<file path="src/core/pcs_regs.vh">
// register map, field positions, reset values and timing for the clock synth control
`ifndef PCS_REGS_VH
`define PCS_REGS_VH

// register byte offsets
`define PCS_OFS_DIV0       8'h00
`define PCS_OFS_OUT0       8'h04
`define PCS_OFS_DIV1       8'h08
`define PCS_OFS_OUT1       8'h0c
`define PCS_OFS_CTRL       8'h10
`define PCS_OFS_STAT       8'h14

// divider word fields
`define PCS_R_LSB          0
`define PCS_R_MSB          7
`define PCS_M_LSB          8
`define PCS_M_MSB          18
`define PCS_P_LSB          24
`define PCS_P_MSB          28
// output word fields
`define PCS_SRC0_LSB       0
`define PCS_SRC0_MSB       1
`define PCS_SRC1_BIT       2
`define PCS_DRV0_LSB       4
`define PCS_DRV0_MSB       5
`define PCS_DRV1_LSB       8
`define PCS_DRV1_MSB       9
// control word fields
`define PCS_FUNC_LSB       0
`define PCS_FUNC_MSB       1
`define PCS_BURN_BIT       4

// main source codes
`define PCS_SRC_SYNTH      2'h0
`define PCS_SRC_REF        2'h1
`define PCS_SRC_REFDIV     2'h2
// aux source codes
`define PCS_AUX_REF        1'b0
`define PCS_AUX_MAIN       1'b1
// drive strength codes
`define PCS_DRV_LOW        2'h0
`define PCS_DRV_STD        2'h1
`define PCS_DRV_HIGH       2'h2
// control pin function codes
`define PCS_FUNC_OE        2'h0
`define PCS_FUNC_SLEEP     2'h1
`define PCS_FUNC_BANK      2'h2

// reset values
`define PCS_DIV_RST        32'h0100_0101
`define PCS_OUT_RST        32'h0000_0110
`define PCS_CTRL_RST       32'h0000_0000

// loop settle time after sleep exit or bank change
`define PCS_SETTLE_US      2000
`define PCS_CLK_MHZ        100
`define PCS_SETTLE_CYC     (`PCS_SETTLE_US * `PCS_CLK_MHZ)

`endif

</file>
<file path="src/core/pcs_synth_ctrl.v">
// clock synthesizer control: config store, loop model, output selection and gating
// How it works
// RULE1 - reference divider ratio is eight bits
// RULE2 - feedback divider ratio is eleven bits
// RULE3 - post divider ratio is five bits
// RULE4 - output equals reference times feedback over reference-post product
// RULE5 - main output picks synth, reference, or reference/2P
// RULE6 - aux output picks reference or main copy
// RULE7 - enable low: loop stopped, main low
// RULE8 - aux main-copy held low when enable low
// RULE9 - sleep low stops everything, both outputs low
// RULE10 - disabled outputs drive steady low
// RULE11 - one control pin, function fixed by config
// RULE12 - control pin high means normal, bank one
// RULE13 - bank select: low bank zero, high one
// RULE14 - per-output drive strength, standard by default
// RULE15 - settings come from one-time programmed store
// RULE16 - wait loop settle after sleep exit
// RULE17 - outputs gate synchronously, no truncated pulses
// RULE18 - bank change applies set whole, relocks first
`include "pcs_regs.vh"
module pcs_synth_ctrl #(
    parameter RW         = 8,
    parameter MW         = 11,
    parameter PW         = 5,
    parameter SETTLE_CYC = `PCS_SETTLE_CYC
) (
    input  wire        clk,
    input  wire        rst,
    input  wire [7:0]  avs_address,
    input  wire        avs_read,
    input  wire        avs_write,
    input  wire [31:0] avs_writedata,
    output wire [31:0] avs_readdata,
    output wire        avs_waitrequest,
    input  wire        reference_clock_in,
    input  wire        ctl_pin,
    output wire        main_clock_out,
    output wire        aux_clock_out,
    output wire [1:0]  main_drive,
    output wire [1:0]  aux_drive
);
    localparam AW = MW + 2;

    // one-time programmed configuration store
    reg  [31:0] div0_ff;
    reg  [31:0] out0_ff;
    reg  [31:0] div1_ff;
    reg  [31:0] out1_ff;
    reg  [31:0] ctrl_ff;
    // bus answer
    reg         ack_ff;
    reg  [31:0] rdata_ff;
    // active setting set
    reg  [31:0] act_div_ff;
    reg  [31:0] act_out_ff;
    reg         act_bank_ff;
    reg         lock_req_ff;
    reg  [31:0] settle_ff;
    reg         locked_ff;
    // loop model
    reg         ref_ff;
    reg  [AW:0] acc_ff;
    reg  [1:0]  mdrv_ff;
    reg  [1:0]  adrv_ff;

    reg  [31:0] nxt_rdata;

    wire        req      = avs_read | avs_write;
    wire        wr_take  = avs_write & ack_ff;
    wire        burned   = ctrl_ff[`PCS_BURN_BIT];
    wire        wr_ok    = wr_take & ~burned;
    wire [1:0]  pin_func = ctrl_ff[`PCS_FUNC_MSB:`PCS_FUNC_LSB];

    // selects one word of the two banks
    function [31:0] bank_word;
        input        sel;
        input [31:0] w0;
        input [31:0] w1;
        begin
            bank_word = sel ? w1 : w0;
        end
    endfunction

    // control pin meaning per configured function
    wire oe_low     = (pin_func == `PCS_FUNC_OE) & ~ctl_pin; // RULE11
    wire sleep_low  = (pin_func == `PCS_FUNC_SLEEP) & ~ctl_pin; // RULE11
    wire bank_mode  = (pin_func == `PCS_FUNC_BANK);
    // pin high gives normal operation; bank one unless bank-select drives low
    wire want_bank  = bank_mode ? ctl_pin : 1'b1; // RULE12 RULE13

    // register bus
    assign avs_waitrequest = req & ~ack_ff;
    assign avs_readdata    = rdata_ff;

    always @* begin
        nxt_rdata = 32'h0000_0000;
        if (avs_address == `PCS_OFS_DIV0) begin
            nxt_rdata = div0_ff;
        end else if (avs_address == `PCS_OFS_OUT0) begin
            nxt_rdata = out0_ff;
        end else if (avs_address == `PCS_OFS_DIV1) begin
            nxt_rdata = div1_ff;
        end else if (avs_address == `PCS_OFS_OUT1) begin
            nxt_rdata = out1_ff;
        end else if (avs_address == `PCS_OFS_CTRL) begin
            nxt_rdata = ctrl_ff;
        end else if (avs_address == `PCS_OFS_STAT) begin
            nxt_rdata = {26'h0, aux_clock_out, main_clock_out, act_bank_ff,
                         sleep_low, oe_low, locked_ff};
        end
    end

    always @(posedge clk or posedge rst) begin
        if (rst) begin
            ack_ff   <= 1'b0;
            rdata_ff <= 32'h0000_0000;
        end else begin
            ack_ff <= req & ~ack_ff;
            if (avs_read & ~ack_ff)
                rdata_ff <= nxt_rdata;
        end
    end

    // configuration writes land only until the burn bit is set
    always @(posedge clk or posedge rst) begin
        if (rst) begin
            div0_ff <= `PCS_DIV_RST;
            out0_ff <= `PCS_OUT_RST; // RULE14
            div1_ff <= `PCS_DIV_RST;
            out1_ff <= `PCS_OUT_RST;
            ctrl_ff <= `PCS_CTRL_RST;
        end else if (wr_ok) begin // RULE15
            if (avs_address == `PCS_OFS_DIV0) begin
                div0_ff <= avs_writedata & 32'h1f07_ffff;
            end else if (avs_address == `PCS_OFS_OUT0) begin
                out0_ff <= avs_writedata & 32'h0000_0337;
            end else if (avs_address == `PCS_OFS_DIV1) begin
                div1_ff <= avs_writedata & 32'h1f07_ffff;
            end else if (avs_address == `PCS_OFS_OUT1) begin
                out1_ff <= avs_writedata & 32'h0000_0337;
            end else if (avs_address == `PCS_OFS_CTRL) begin
                ctrl_ff <= avs_writedata & 32'h0000_0013;
            end
        end
    end

    // bank and settle control
    wire cfg_wr   = wr_ok & (avs_address != `PCS_OFS_STAT);
    wire bank_chg = (want_bank != act_bank_ff);

    always @(posedge clk or posedge rst) begin
        if (rst) begin
            act_bank_ff <= 1'b1;
            act_div_ff  <= `PCS_DIV_RST;
            act_out_ff  <= `PCS_OUT_RST;
            lock_req_ff <= 1'b1;
        end else begin
            lock_req_ff <= 1'b0;
            if (bank_chg | cfg_wr) begin
                // whole set taken at once, then the loop relocks
                act_bank_ff <= want_bank; // RULE13
                act_div_ff  <= bank_word(want_bank, div0_ff, div1_ff); // RULE18
                act_out_ff  <= bank_word(want_bank, out0_ff, out1_ff); // RULE18
                lock_req_ff <= 1'b1; // RULE18
            end else begin
                act_div_ff  <= bank_word(act_bank_ff, div0_ff, div1_ff);
                act_out_ff  <= bank_word(act_bank_ff, out0_ff, out1_ff);
            end
        end
    end

    // settle counter restarts on sleep and on every new setting set
    always @(posedge clk or posedge rst) begin
        if (rst) begin
            settle_ff <= 32'h0000_0000;
            locked_ff <= 1'b0;
        end else if (sleep_low | lock_req_ff) begin // RULE9 RULE18
            settle_ff <= 32'h0000_0000;
            locked_ff <= 1'b0;
        end else if (!locked_ff) begin
            if (settle_ff + 32'h0000_0001 >= SETTLE_CYC) begin
                locked_ff <= 1'b1; // RULE16
            end else begin
                settle_ff <= settle_ff + 32'h0000_0001;
            end
        end
    end

    // loop model
    wire [RW-1:0] r_div = act_div_ff[`PCS_R_MSB:`PCS_R_LSB]; // RULE1
    wire [MW-1:0] m_div = act_div_ff[`PCS_M_MSB:`PCS_M_LSB]; // RULE2
    wire [PW-1:0] p_div = act_div_ff[`PCS_P_MSB:`PCS_P_LSB]; // RULE3
    wire [AW:0]   r_eff = (r_div == {RW{1'b0}}) ? {{AW{1'b0}}, 1'b1}
                                                : {{(AW+1-RW){1'b0}}, r_div};
    wire [AW:0]   m_two = {{(AW-MW){1'b0}}, m_div, 1'b0};
    wire          ref_rise = reference_clock_in & ~ref_ff;
    // oscillator stops only in sleep; loop stops in sleep or enable low
    wire          osc_run  = ~sleep_low; // RULE9
    wire          loop_run = osc_run & ~oe_low; // RULE7
    wire          vco_tick = loop_run & (acc_ff >= r_eff);
    wire [AW:0]   acc_add  = ref_rise ? m_two : {(AW+1){1'b0}};
    wire [AW:0]   acc_sub  = vco_tick ? r_eff : {(AW+1){1'b0}};

    // each reference edge adds 2M, each loop edge removes R: edges = 2*reference_frequency*M/R
    always @(posedge clk or posedge rst) begin
        if (rst) begin
            ref_ff <= 1'b0;
            acc_ff <= {(AW+1){1'b0}};
        end else begin
            ref_ff <= reference_clock_in;
            if (!loop_run)
                acc_ff <= {(AW+1){1'b0}}; // RULE7
            else
                acc_ff <= acc_ff + acc_add - acc_sub; // RULE4
        end
    end

    wire synth_clk;
    wire refdiv_clk;

    // post divider: toggles every P loop edges, synth_frequency = reference_frequency*M/(R*P)
    pcs_div_toggle #(
        .W       (PW)
    ) u_post_div (
        .clk     (clk),
        .rst     (rst),
        .run     (loop_run),
        .tick    (vco_tick),
        .ratio   (p_div),
        .clk_out (synth_clk)
    ); // RULE3 RULE4

    // reference divided by twice the post ratio
    pcs_div_toggle #(
        .W       (PW)
    ) u_ref_div (
        .clk     (clk),
        .rst     (rst),
        .run     (osc_run),
        .tick    (ref_rise),
        .ratio   (p_div),
        .clk_out (refdiv_clk)
    ); // RULE5

    // output selection and gating
    wire [1:0] src0 = act_out_ff[`PCS_SRC0_MSB:`PCS_SRC0_LSB];
    wire       src1 = act_out_ff[`PCS_SRC1_BIT];
    wire       main_src = (src0 == `PCS_SRC_REF)    ? reference_clock_in :
                          (src0 == `PCS_SRC_REFDIV) ? refdiv_clk : synth_clk; // RULE5
    wire       aux_src  = (src1 == `PCS_AUX_MAIN) ? main_clock_out
                                                  : reference_clock_in; // RULE6
    wire       main_en  = locked_ff & ~sleep_low & ~oe_low; // RULE7 RULE9 RULE16
    // a reference-sourced aux keeps running while enable is low
    wire       aux_en   = locked_ff & ~sleep_low &
                          ((src1 == `PCS_AUX_REF) | ~oe_low); // RULE7 RULE8 RULE9

    pcs_out_gate u_main_gate (
        .clk (clk),
        .rst (rst),
        .src (main_src),
        .en  (main_en),
        .out (main_clock_out)
    ); // RULE10 RULE17

    pcs_out_gate u_aux_gate (
        .clk (clk),
        .rst (rst),
        .src (aux_src),
        .en  (aux_en),
        .out (aux_clock_out)
    ); // RULE10 RULE17

    // drive strength, reserved code falls back to standard
    wire [1:0] d0 = act_out_ff[`PCS_DRV0_MSB:`PCS_DRV0_LSB];
    wire [1:0] d1 = act_out_ff[`PCS_DRV1_MSB:`PCS_DRV1_LSB];

    always @(posedge clk or posedge rst) begin
        if (rst) begin
            mdrv_ff <= `PCS_DRV_STD; // RULE14
            adrv_ff <= `PCS_DRV_STD; // RULE14
        end else begin
            mdrv_ff <= (d0 == 2'h3) ? `PCS_DRV_STD : d0; // RULE14
            adrv_ff <= (d1 == 2'h3) ? `PCS_DRV_STD : d1; // RULE14
        end
    end

    assign main_drive = mdrv_ff;
    assign aux_drive  = adrv_ff;
endmodule

</file>
<file path="src/core/pcs_div_toggle.v">
// divide-by-2n toggle divider driven by single-cycle ticks
module pcs_div_toggle #(
    parameter W = 5
) (
    input  wire         clk,
    input  wire         rst,
    input  wire         run,
    input  wire         tick,
    input  wire [W-1:0] ratio,
    output wire         clk_out
);
    reg  [W-1:0] cnt_ff;
    reg          tgl_ff;
    wire [W-1:0] lim = (ratio == {W{1'b0}}) ? {{(W-1){1'b0}}, 1'b1} : ratio;

    // output flips once per ratio ticks, so its period is 2*ratio ticks
    always @(posedge clk or posedge rst) begin
        if (rst) begin
            cnt_ff <= {W{1'b0}};
            tgl_ff <= 1'b0;
        end else if (!run) begin
            cnt_ff <= {W{1'b0}};
            tgl_ff <= 1'b0;
        end else if (tick) begin
            if (cnt_ff + {{(W-1){1'b0}}, 1'b1} >= lim) begin
                cnt_ff <= {W{1'b0}};
                tgl_ff <= ~tgl_ff;
            end else begin
                cnt_ff <= cnt_ff + {{(W-1){1'b0}}, 1'b1};
            end
        end
    end

    assign clk_out = tgl_ff;
endmodule

</file>
<file path="src/core/pcs_out_gate.v">
// glitch-free clock output gate that forces a steady low when disabled
module pcs_out_gate (
    input  wire clk,
    input  wire rst,
    input  wire src,
    input  wire en,
    output wire out
);
    reg en_ff;
    reg out_ff;

    // enable only moves while the source is low, so no high pulse is cut short
    always @(posedge clk or posedge rst) begin
        if (rst) begin
            en_ff  <= 1'b0;
            out_ff <= 1'b0;
        end else begin
            if (!src)
                en_ff <= en; // RULE17
            out_ff <= src & en_ff; // RULE10
        end
    end

    assign out = out_ff;
endmodule

</file>
<file path="config.mk">
export PLATFORM = sky130hd
export DESIGN_NAME = pcs_synth_ctrl
export DESIGN_NICKNAME = d
export VERILOG_FILES = /design/src/core/pcs_synth_ctrl.v /design/src/core/pcs_div_toggle.v /design/src/core/pcs_out_gate.v
export VERILOG_INCLUDE_DIRS = /design/src /design/src/core
export SDC_FILE = /design/constraint.sdc
export NUM_CORES = 1
export LEC_CHECK = 0
export BUFFER_PORTS_ARGS = -buffer_cell sky130_fd_sc_hd__buf_2
export CORE_ASPECT_RATIO = 1.1
export CORE_MARGIN = 1
export CORE_UTILIZATION = 62
export CTS_BUF_LIST = sky130_fd_sc_hd__clkbuf_4
export CTS_CLUSTER_DIAMETER = 120
export DETAILED_ROUTE_END_ITERATION = 16
export HOLD_SLACK_MARGIN = 0.05
export PLACE_DENSITY_LB_ADDON = 0.05
export SETUP_SLACK_MARGIN = 0.3
export SLEW_MARGIN = 25
export SYNTH_ARGS = -nofsm -noshare
export SYNTH_HDL_FRONTEND = slang
export SYNTH_SLANG_ARGS = --single-unit
</file>
<file path="constraint.sdc">
create_clock -name clk -period 7 [get_ports clk]
set_input_delay 1.05 -clock clk [delete_from_list [all_inputs] [get_ports clk]]
set_output_delay 1.05 -clock clk [all_outputs]
set_load 0.01 [all_outputs]
</file>
# == Word-level counts from Yosys, hierarchy flattened ==
# Index checks and enable logic that the tools add are counted.
# Widths: inputs -> output; s select.
# word_totals
wordCells,139
inputBits,46
out_inout_bits,39
regBits,207
# classes
order_cmp,4
eq_ne,17
n_bitwise,32
addsub,5
n_reduce_logical,14
mux,42
# op_table
cell,count
$mux 32,6
$mux 29,3
$mux 10,4
$mux 5,7
$add 32x1->32 const B,1
$ge 32x18->1 const B,1
$eq 8x4->1 const B,2
$eq 8x5->1 const B,2
$logic_not 8->1,2
$mux 8,2
$and 1x1->1,15
$add 14x12->14,1
$ge 14x8->1,1
$mux 1,14
$mux 14,1
$sub 14x8->14,1
$not 1->1,13
$mux 12,1
$mux 6,2
$add 5x1->5 const B,2
$ge 5x5->1,2
$eq 2x2->1 const B,4
$eq 8x3->1 const B,1
$ne 8x5->1 const B,1
14 further kinds,25

# == Depth between registers and ports, before layout ==
# Gate-level depths: netlist of run 1.
# logic_depth
depth_word,8
ltp_mapped,22
mapped_depth_nobuf,22

# == Cells and area by module ==
# Synthesis of run 1 repeated with hierarchy kept, for this count alone.
# unflattened
hier_cells,932
area_unflattened_um2,10114.7
# by_module_without_submodules
module,n_inst,cells_per_inst,area_each_um2,seq_area_each_um2
pcs_synth_ctrl,1,808,8916.1,4403.0
pcs_div_toggle,2,57,523.0,150.1
pcs_out_gate,2,5,76.3,50.0

# == Worst setup path after synthesis of run 1 ==
# OpenSTA, ideal clock, no wires.
# synth_path
path_type,reg-to-reg
startpoint,register act_div_ff[4]
endpoint,register acc_ff[11]
arrival_ps,4320
period_less_slack_ps,4452
n_path_buf,0
t_required_ps,6868
path_stages_with_launch,22
setup_slack_ps,2548
cell_sequence,dfrtp_1 nor4_1 a41o_1 ha_1 nand2b_1 a21o_1 a21o_1 a211oi_1 o2111a_1 nor2_1 nand2_1 fa_1 ha_1 fa_1 a21o_1 a21oi_1 o21ba_2 o21ai_0 nand4_1 nand3b_1 xnor2_1 nor2_1
# synth_via
elab_chain_cells,7
# synth_lines
element,line_no,source
"start, declared",pcs_synth_ctrl.v:55,reg [31:0] act_div_ff;
"start signal, assigned",pcs_synth_ctrl.v:155,act_div_ff <= `PCS_DIV_RST;
"start signal, assigned",pcs_synth_ctrl.v:163,"act_div_ff <= bank_word(want_bank, div0_ff, div1_ff);"
"start signal, assigned",pcs_synth_ctrl.v:167,"act_div_ff <= bank_word(act_bank_ff, div0_ff, div1_ff);"
$logic_not 8->1,pcs_synth_ctrl.v:194,"wire [AW:0] r_eff = (r_div == {RW{1'b0}}) ? {{AW{1'b0}}, 1'b1}"
$mux 8 (*),pcs_synth_ctrl.v:194,
$ge 14x8->1,pcs_synth_ctrl.v:201,wire vco_tick = loop_run & (acc_ff >= r_eff);
$and 1x1->1,pcs_synth_ctrl.v:201,
$mux 8 (*),pcs_synth_ctrl.v:203,wire [AW:0] acc_sub = vco_tick ? r_eff : {(AW+1){1'b0}};
$sub 14x8->14 (*),pcs_synth_ctrl.v:215,acc_ff <= acc_ff + acc_add - acc_sub;
$mux 14 (*),pcs_synth_ctrl.v:212,if (!loop_run)
"end signal, assigned",pcs_synth_ctrl.v:209,acc_ff <= {(AW+1){1'b0}};
"end signal, assigned",pcs_synth_ctrl.v:213,acc_ff <= {(AW+1){1'b0}};
"end signal, assigned",pcs_synth_ctrl.v:215,
"end, declared",pcs_synth_ctrl.v:63,reg [AW:0] acc_ff;
# Mark *: on every way between the ends. The rest lies on a longest branch, timed or not.
# A chain may end at the register's enable or synchronous reset.

# == Final worst setup path of run 1 ==
# layout_path
startpoint,register act_div_ff[4]
endpoint,register acc_ff[13]
# The elaborated chain is that of the path after synthesis.

==> flow_summary.toml, run 1 <==
[route]
wl_um = 20800
drcViolationCount = 0
ant_nets = 0
drtIter0Drc = 411
vias = 7043
dr.pass1.iters = 5
post_drt_wl_per_cell_um = 17.4
via_per_inst = 5.91

[clocking]
clk_pin_slew_worst_paths_ns = 0.18
cts_root_buffer = "clkbuf_4"
ctsHtreeMaxLevel = 4
holdBufCountCts = 0
cts_tree = "yes"
cts_resized = 0
clk_latency_ns = 0.59
clockBufferDepth = 2
clock_sinks = 191
numCtsBuffers = 17
post_cts_buffers = 0

[pwr]
power_mw = 2.64
internal_power_mw = 1.71
p_sw_mw = 0.928
power.density_nw_per_um2 = 246
clockPowerShare_pct = 22.9
leakagePower_nw = 5.11
p_comb_share_pct = 30.1
ir_drop_uv = 147
p_sw_share_pct = 35.2
p_seq_share_pct = 47.0

[floorplan]
dieArea_um2 = 16500
core_region_area_um2 = 15700
die_x_um = 123
initial_core_util_pct = 63.4
ios = 85
row_count = 48
die_h_um = 135

[final_layout]
fillCellCount = 1186
final_cell_mix = "dfrtp_1 (172), mux2_2 (98), nand2_1 (78), buf_2 (68), inv_1 (64)"
nNetsFinal = 1073
final_common_cell = "dfrtp_1"
final_layout_size_suffix_gt1_share_pct = 24.7
area_growth_pct = 7.92
stdcell_area_um2 = 10700

[logic_synthesis]
yosys_warnings = 0
ys.flop_type = "dfrtp_1"
synth.cell_area_um2 = 9940
syn_inst = 921
synth_largest_area_cell = "dfrtp_1"
synth_seq_cells = 191
synth_area_leaders = "dfrtp_1 (43%), mux2_2 (11%), ha_1 (5.2%), dfstp_2 (5.0%), nand2_1 (2.9%)"
synth_edf_count = 0
seq_area_frac_synth_pct = 48.3
syn_area_per_cell_um2 = 10.8
synthDominantCellAreaShare_pct = 43.3
async_reset_ff_share_pct = 100
ys_types = 70

[place]
placed_cell_area_um2 = 10400
routabilityCongestion = 0.881
hpwl_um = 14600
numPortBuffers = 68
pre_cts_slack_ns = 1.91

[global_routing]
grt_max_degree = 113
antenna_found_initial = 1
grt_pass1_wl_um = 34100
grt_pass1_vias = 6800
grt.total_usage_pct = 26.5
grt.overflow.total = 0

[sta]
worst_slack_ns = 1.84
fin_crit_sh_pct = 73.7
setup-tns-final_ns = 0
hold_viol_final = 0
clock.fmax_ghz = 0.194
worstMarginPinSlew_ns = 1.01
relSlewSlack_pct = 32.8
finalMaxSlewViolations = 0
rsz0062_at_grt = "no"
min_period_ns = 5.16
setup_violations = 0
clock_skew_ns = 0.0250

[worst_setup_path]
path_max_fanout = 8
cp.arrival_ns = 5.61
crit_path_start_kind = "flop"
worstPathRequired_ns = 7.45
path_class = "flop to flop"
endpoint_kind = "flop"

[worst_hold_path]
hp-class = "flop to flop"

[job]
drv_cap = 0

[outcome]
status = "finished clean"
[routing by layer]
layer	wire (um)	global-route usage, %
met5	0	0
met2	10000	42.3
met3	877	5.07
met4	386	8.60
met1	9500	36.4
[per-stage QoR]
stage	instances	hold WS, ns	utilization, %
after CTS	1191	0.380	68.4
after global routing	1192	0.383	68.5
after global placement	1159	0.354	66.5
after floorplan	928	0.429	-
after detailed placement	1159	0.357	66.5
final	1192	0.378	68.5
[critical path: stages, from the launching register on]
cell      delay [ns]
dfrtp_1         0.41
nor4_1          0.33
a41o_1          0.25
ha_1            0.23
nand2b_1        0.14
a21o_1          0.17
a21o_1          0.18
a211oi_1        0.29
o2111a_1        0.43
nor2_1          0.17
nand2_1         0.15
fa_1            0.43
ha_1            0.25
fa_1            0.42
a21o_1          0.19
a21oi_1         0.23
o21ba_2         0.19
o21ai_0         0.12
nand4_1         0.14
a31oi_1         0.11
xor2_1          0.14
nor2_1          0.05
[kinds of logic (layout without fill, tap and decap cells)]
family	Yosys count	in the layout	share of synthesized area [%]
flip-flops	191	191	48.3
AND/OR/NAND/NOR	258	258	13.3
multiplexers	110	110	12.3
other	1	9	0.0377
XOR/XNOR	28	28	2.47
buffers and inverters	110	173	4.64
adder cells (fa/ha/maj)	49	49	6.77
AO/OA/AOI/OAI	174	174	12.2
[path summary, 6_finish.rpt]
kind / start / endpoint / slack (ns) / cells after the start
min reg2reg: act_out_ff[4] / main_drive[0] / 0.38 / 0
max in group asynchronous: rst / u_aux_gate.out / 5.23 / 3
max: act_div_ff[4] / acc_ff[13] / 1.84 / 21
max reg2reg: act_div_ff[4] / acc_ff[13] / 1.84 / 21
min: act_out_ff[4] / main_drive[0] / 0.38 / 0
min in group asynchronous: rst / act_out_ff[9] / 0.57 / 2
[power groups by stage]
stage          clock network (mW)  logic (mW)  registers, mW
2_1_floorplan                   0       0.635           1.24
3_3_place_gp                    0       0.750           1.25
3_5_place_dp                    0       0.791           1.26
4_1_cts                     0.623       0.797           1.24
5_1_grt                     0.658       0.911           1.25
6_report                    0.605       0.792           1.24
[synth_stat cells (4+ instances only)]
cell	count
dfstp_2	19
and3_1	10
nor2b_1	10
a31oi_1	7
nor4_1	6
or3_1	5
nand4_1	14
inv_1	65
a211oi_1	6
and2_1	20
nand2b_1	12
a21oi_1	28
nand2_1	78
a21o_1	14
a41o_1	4
nor3_1	20
fa_1	8
xor2_1	9
mux2_2	98
xnor2_1	19
o21ai_0	48
o21bai_1	8
a22oi_1	17
a32o_1	4
nand3b_1	4
buf_4	10
ha_1	41
buf_1	4
mux2i_1	12
clkbuf_1	27
nor2_1	43
dfrtp_1	172
nand3_1	21
[sequential cells by signal, summed over array words and instances, names as in the netlist, 2 cells and up]
name / count
acc_ff: 14
act_div_ff: 24
act_out_ff: 7
aux_drive: 2
avs_readdata: 24
ctrl_ff: 3
div0_ff: 24
div1_ff: 24
main_drive: 2
out0_ff: 7
out1_ff: 7
settle_ff: 32
u_post_div.cnt_ff: 5
u_ref_div.cnt_ff: 5
[final cells by class]
cell class / count / area [um2] / share of cell area [%]
Antenna cell: 1 / 2.50 / 0.0233
Clock inverter: 14 / 163 / 1.52
Sequential cell: 191 / 4800 / 44.8
Timing Repair Buffer: 76 / 404 / 3.77
Clock buffer: 18 / 135 / 1.26
Multi-Input combinational cell: 627 / 4720 / 44.0
Tap cell: 200 / 250 / 2.33
Inverter: 65 / 251 / 2.34
Power figures use the tool's default switching activity.
==> run 2: changes to the inputs <==
Settings changed: CORE_UTILIZATION 62 to 56.
Clock period 7 ns to 4.6 ns, I/O delays scaled along.
==> run 2 against run 1 <==
Effect of this change: non-clock buffer count up 14; clock-buffer cell count is the same; register-to-register slack lost 1.5 ns; worst setup slack lost 1.5 ns; clock skew shrank 0.0056 ns; total power grew 61%; critical endpoint unchanged; largest power group unchanged.
==> flow_summary.toml, run 2 (synthesis gave the netlist of run 1 again) <==
[sta]
clock.fmax_ghz = 0.232
fin_crit_sh_pct = 93.6
hold_viol_final = 0
worstMarginPinSlew_ns = 0.972
setup-tns-final_ns = 0
relSlewSlack_pct = 35.2
setup_violations = 0
min_period_ns = 4.31
holdWs_ns = 0.203
clock_skew_ns = 0.0194
finalMaxSlewViolations = 0
rsz0062_at_grt = "yes"

[clocking]
cts_root_buffer = "clkbuf_4"
clockBufferDepth = 2
clk_pin_slew_worst_paths_ns = 0.16
clock_sinks = 191
cts_tree = "yes"
clk_latency_ns = 0.59
ctsHtreeMaxLevel = 4
holdBufCountCts = 0
numCtsBuffers = 17

[final_layout]
largest_register = "settle_ff"
final_cell_mix = "dfrtp_1 (172), mux2_2 (98), nand2_1 (78), buf_2 (68), inv_1 (63)"
final_layout_size_suffix_gt1_share_pct = 27.1
area_growth_pct = 10.5
largest_register_ffs = 32
nNetsFinal = 1087
final_common_cell = "dfrtp_1"
fillCellCount = 1404

[pwr]
ir_drop_uv = 200
power_mw = 4.24
leakagePower_nw = 5.19
power.density_nw_per_um2 = 386

[job]
drv_cap = 0

[floorplan]
die_h_um = 142
core_region_area_um2 = 17200
ios = 85
dieArea_um2 = 18300
die_x_um = 129
row_count = 50
initial_core_util_pct = 57.8

[worst_setup_path]
rrSetupSlack_ns = 0.29
r2r-start = "act_div_ff[6]"
critical_path.endpoint = "acc_ff[13]"
r2r_cells = 21
path_max_fanout = 2
crit_path_start_kind = "flop"
endpoint_kind = "flop"
cp.arrival_ns = 4.79
startpoint = "act_div_ff[6]"
worstPathRequired_ns = 5.08
path_class = "flop to flop"
r2r-end = "acc_ff[13]"

[worst_hold_path]
hp-class = "primary input to asynchronous set/reset pin"

[route]
drtIter0Drc = 502
drcViolationCount = 0
post_drt_wl_per_cell_um = 17.2
vias = 7100
dr.pass1.iters = 5
wl_um = 21300
ant_nets = 0
via_per_inst = 5.73

[global_routing]
grt_pass1_vias = 7204
antenna_found_initial = 1
grt_pass1_wl_um = 36300
grt_max_degree = 192
grt.overflow.total = 0
grt.total_usage_pct = 25.6

[place]
numPortBuffers = 68
routabilityCongestion = 0.834
hpwl_um = 14800

[outcome]
status = "finished clean"
[run 2: critical path, stage by stage (launching register included)]
cell	delay (ns)
dfrtp_1	0.42
nor4_2	0.27
a41o_1	0.21
ha_1	0.24
nand2b_4	0.14
a21o_1	0.15
a21o_1	0.16
a211oi_2	0.21
o2111a_2	0.26
nor2_1	0.08
nand2_1	0.09
fa_1	0.42
ha_2	0.21
fa_2	0.35
a21o_1	0.18
a21oi_2	0.17
o21ba_4	0.16
o21ai_2	0.07
nand4_1	0.11
a31oi_1	0.11
xor2_1	0.15
nor2_1	0.05
[run 2: report_power, final]
group          leakage (nW)  total [mW]  internal, mW  switching (mW)
Sequential             2.56        1.89          1.80          0.0905
Combinational          2.47        1.44         0.688           0.756
Clock                 0.155       0.912         0.296           0.616
[run 2: how the worst min path moves through the flow]
| stage | startpoint | endpoint | cells past startpoint |
|---|---|---|---|
| 3_5_place_dp | act_out_ff[8] | aux_drive[0] | 0 |
| 6_report | rst | acc_ff[10] | 3 |
| 2_1_floorplan | act_out_ff[8] | aux_drive[0] | 1 |
| 5_1_grt | rst | div0_ff[14] | 3 |
| 4_1_cts | reference_clock_in | ref_ff | 1 |
| 3_3_place_gp | act_out_ff[8] | aux_drive[0] | 0 |
[run 2: routing by layer]
metal | vias to the layer above | GRT usage, % | share of wire, %
met5 | - | 0 | 0
met2 | 133 | 42.4 | 50
met3 | 18 | 4.34 | 3.5
li1 | 3378 | - | -
met1 | 3571 | 34.9 | 46
met4 | 0 | 6.44 | 0.85
[run 2: timing repair]
| action | in CTS | in global routing |
|---|---|---|
| setup buffers | 3 | 4 |
| endpoints found under the setup margin | 7 | 7 |
| gates resized for setup | 14 | 2 |
| pin swaps | 19 | 6 |
[run 2: through the flow]
step                      area (um2)  utilization, %  setup slack (ns)  cells
after floorplan                 9980               -             0.301    928
after global placement         10500            61.2             0.105   1199
after detailed placement       10500            61.2            0.0549   1199
after CTS                      10900            63.5             0.319   1234
after global routing           11000            63.9            0.0458   1240
final                          11000            63.9             0.292   1240
[run 2: layout make-up]
class / count / area (um2) / share of cell area, %
timing repair buffer: 90 / 546 / 4.96
multi-input combinational: 627 / 4810 / 43.8
tap: 234 / 293 / 2.66
clock buffer: 18 / 135 / 1.23
sequential: 191 / 4800 / 43.7
antenna: 1 / 2.50 / 0.0228
inverter: 65 / 248 / 2.25
clock inverter: 14 / 149 / 1.36
==> run 3: changes to the inputs <==
Settings changed: RECOVER_POWER from default to 25.
==> run 3 against run 2 <==
Effect of this change: the run now ends with max-capacitance violations, max-slew violations left; worst setup slack improved by 0.00063 ns; combinational power hardly changed; critical path depth stayed put; wire length is essentially flat; critical path type unchanged.
==> flow_summary.toml, run 3 (synthesis gave the netlist of run 1 again) <==
[outcome]
status = "finished with violations"
violations = "max-capacitance violations, max-slew violations"

[floorplan]
die_x_um = 129
core_region_area_um2 = 17200
row_count = 50
die_h_um = 142
ios = 85
dieArea_um2 = 18300
initial_core_util_pct = 57.8

[clocking]
cts_tree = "yes"
clk_latency_ns = 0.59
clockBufferDepth = 2
clk_pin_slew_worst_paths_ns = 0.16
clock_sinks = 191
cts_root_buffer = "clkbuf_4"
numCtsBuffers = 17
ctsHtreeMaxLevel = 4

[final_layout]
instances_no_fill = 1240
stdcell_area_um2 = 11000
final_layout_size_suffix_gt1_share_pct = 26.9
largest_register_ffs = 32
nNetsFinal = 1087
utilization_pct = 63.7
final_common_cell = "dfrtp_1"
final_cell_mix = "dfrtp_1 (172), mux2_2 (98), nand2_1 (78), buf_2 (66), inv_1 (63)"
largest_register = "settle_ff"
area_growth_pct = 10.1

[sta]
min_period_ns = 4.31
setup_violations = 0
clock.fmax_ghz = 0.232
hold_viol_final = 0
fin_crit_sh_pct = 93.6
worstMarginPinSlew_ns = 2.16
finalMaxSlewViolations = 92
worst_slack_ns = 0.293
clock_skew_ns = 0.0192
setup-tns-final_ns = 0
relSlewSlack_pct = -44.2
rsz0062_at_grt = "yes"

[global_routing]
grt.total_usage_pct = 25.6
grt_pass1_wl_um = 36300
grt.overflow.total = 0
antenna_found_initial = 1
grt_pass1_vias = 7204
grt_max_degree = 192

[worst_setup_path]
worst-path-buf-inv = 0
rrSetupSlack_ns = 0.29
cp.arrival_ns = 4.79
path_class = "flop to flop"
path_max_fanout = 2
r2r-end = "acc_ff[13]"
crit_family = "compound AO/OA/AOI/OAI gates"
endpoint_kind = "flop"
crit_path_start_kind = "flop"
slowest_stage = "dfrtp_1"
worstPathRequired_ns = 5.08
cpMostUsedCell = "a21o_1"
crit_chain = "nor4_2 > a41o_1 > ha_1 > nand2b_4 > a21o_1 > a21o_1 > a211oi_2 > o2111a_2 > nor2_1 > nand2_1 > fa_1 > ha_2 > fa_2 > a21o_1 > a21oi_2 > o21ba_4 > o21ai_2 > nand4_1 > a31oi_1 > xor2_1 > nor2_1"
r2r-start = "act_div_ff[6]"
r2r_cells = 21
cpPeakStageDelay_ns = 0.42

[place]
numPortBuffers = 68
routabilityCongestion = 0.834
pre_cts_slack_ns = 0.0549
dp.cells = 1199
placed_cell_area_um2 = 10500
hpwl_um = 14800

[route]
dr.pass1.iters = 6
wl_um = 21300
drtIter0Drc = 474
vias = 7114
post_drt_wl_per_cell_um = 17.2
drcViolationCount = 0
ant_nets = 0
via_per_inst = 5.74

[pwr]
leakagePower_nw = 5.17
power.density_nw_per_um2 = 387
ir_drop_uv = 200

[worst_hold_path]
hold_path_end = "ref_ff"
hp-class = "primary input to flop"
hold_start = "reference_clock_in"
hold_depth = 1

[job]
drv_cap = 1
-- run 3: changes by cell type in the layout (fill, tap and decap cells not counted), sizes merged --
cell    change
buf         -4
clkbuf      +4
-- run 3: worst max-delay path by stage --
stage,start,to,depth (start not counted)
final,act_div_ff[6],acc_ff[13],21
after CTS,act_div_ff[6],acc_ff[12],21
after global routing,act_div_ff[6],acc_ff[12],21
after floorplan,act_div_ff[4],acc_ff[11],21
after global placement,act_div_ff[4],acc_ff[11],21
after detailed placement,act_div_ff[4],acc_ff[11],21
-- run 3: where the power goes --
group,internal (mW),total (mW),switching [mW]
clock,0.296,0.913,0.617
combinational,0.685,1.44,0.755
sequential,1.80,1.89,0.0903
total,2.78,4.24,1.46
-- run 3: routing by layer --
metal	share of wire (%)	wire length (um)	global-route usage, %	up-vias
li1	-	-	-	3379
met1	46	9820	34.9	3575
met2	50	10600	42.4	136
met3	3.2	682	4.34	24
met4	1.0	214	6.44	0
met5	0	0	0	-
-- run 3: per-stage QoR --
stage	hold WS, ns	power [mW]
after floorplan	0.429	2.87
after global placement	0.355	3.10
after detailed placement	0.357	3.16
after CTS	0.213	4.20
after global routing	0.239	4.55
final	0.279	4.24
-- run 3: cell type report --
class / count / area (um2)
diodes: 1 / 2.50
well taps: 234 / 293
fillers: 1407 / 6250
flip-flops and latches: 191 / 4800
clock inverters: 14 / 149
repair buffers: 90 / 508
clock buffers: 18 / 135
inverters: 65 / 248
multi-input cells: 627 / 4810
-- run 3: timing repair --
item                                    CTS  global route
gates cloned                              0             0
pin swaps                                19             6
buffers inserted                          3             4
resized for setup                        14             2
endpoints found under the setup margin    7             7
hold buffers                              0             0
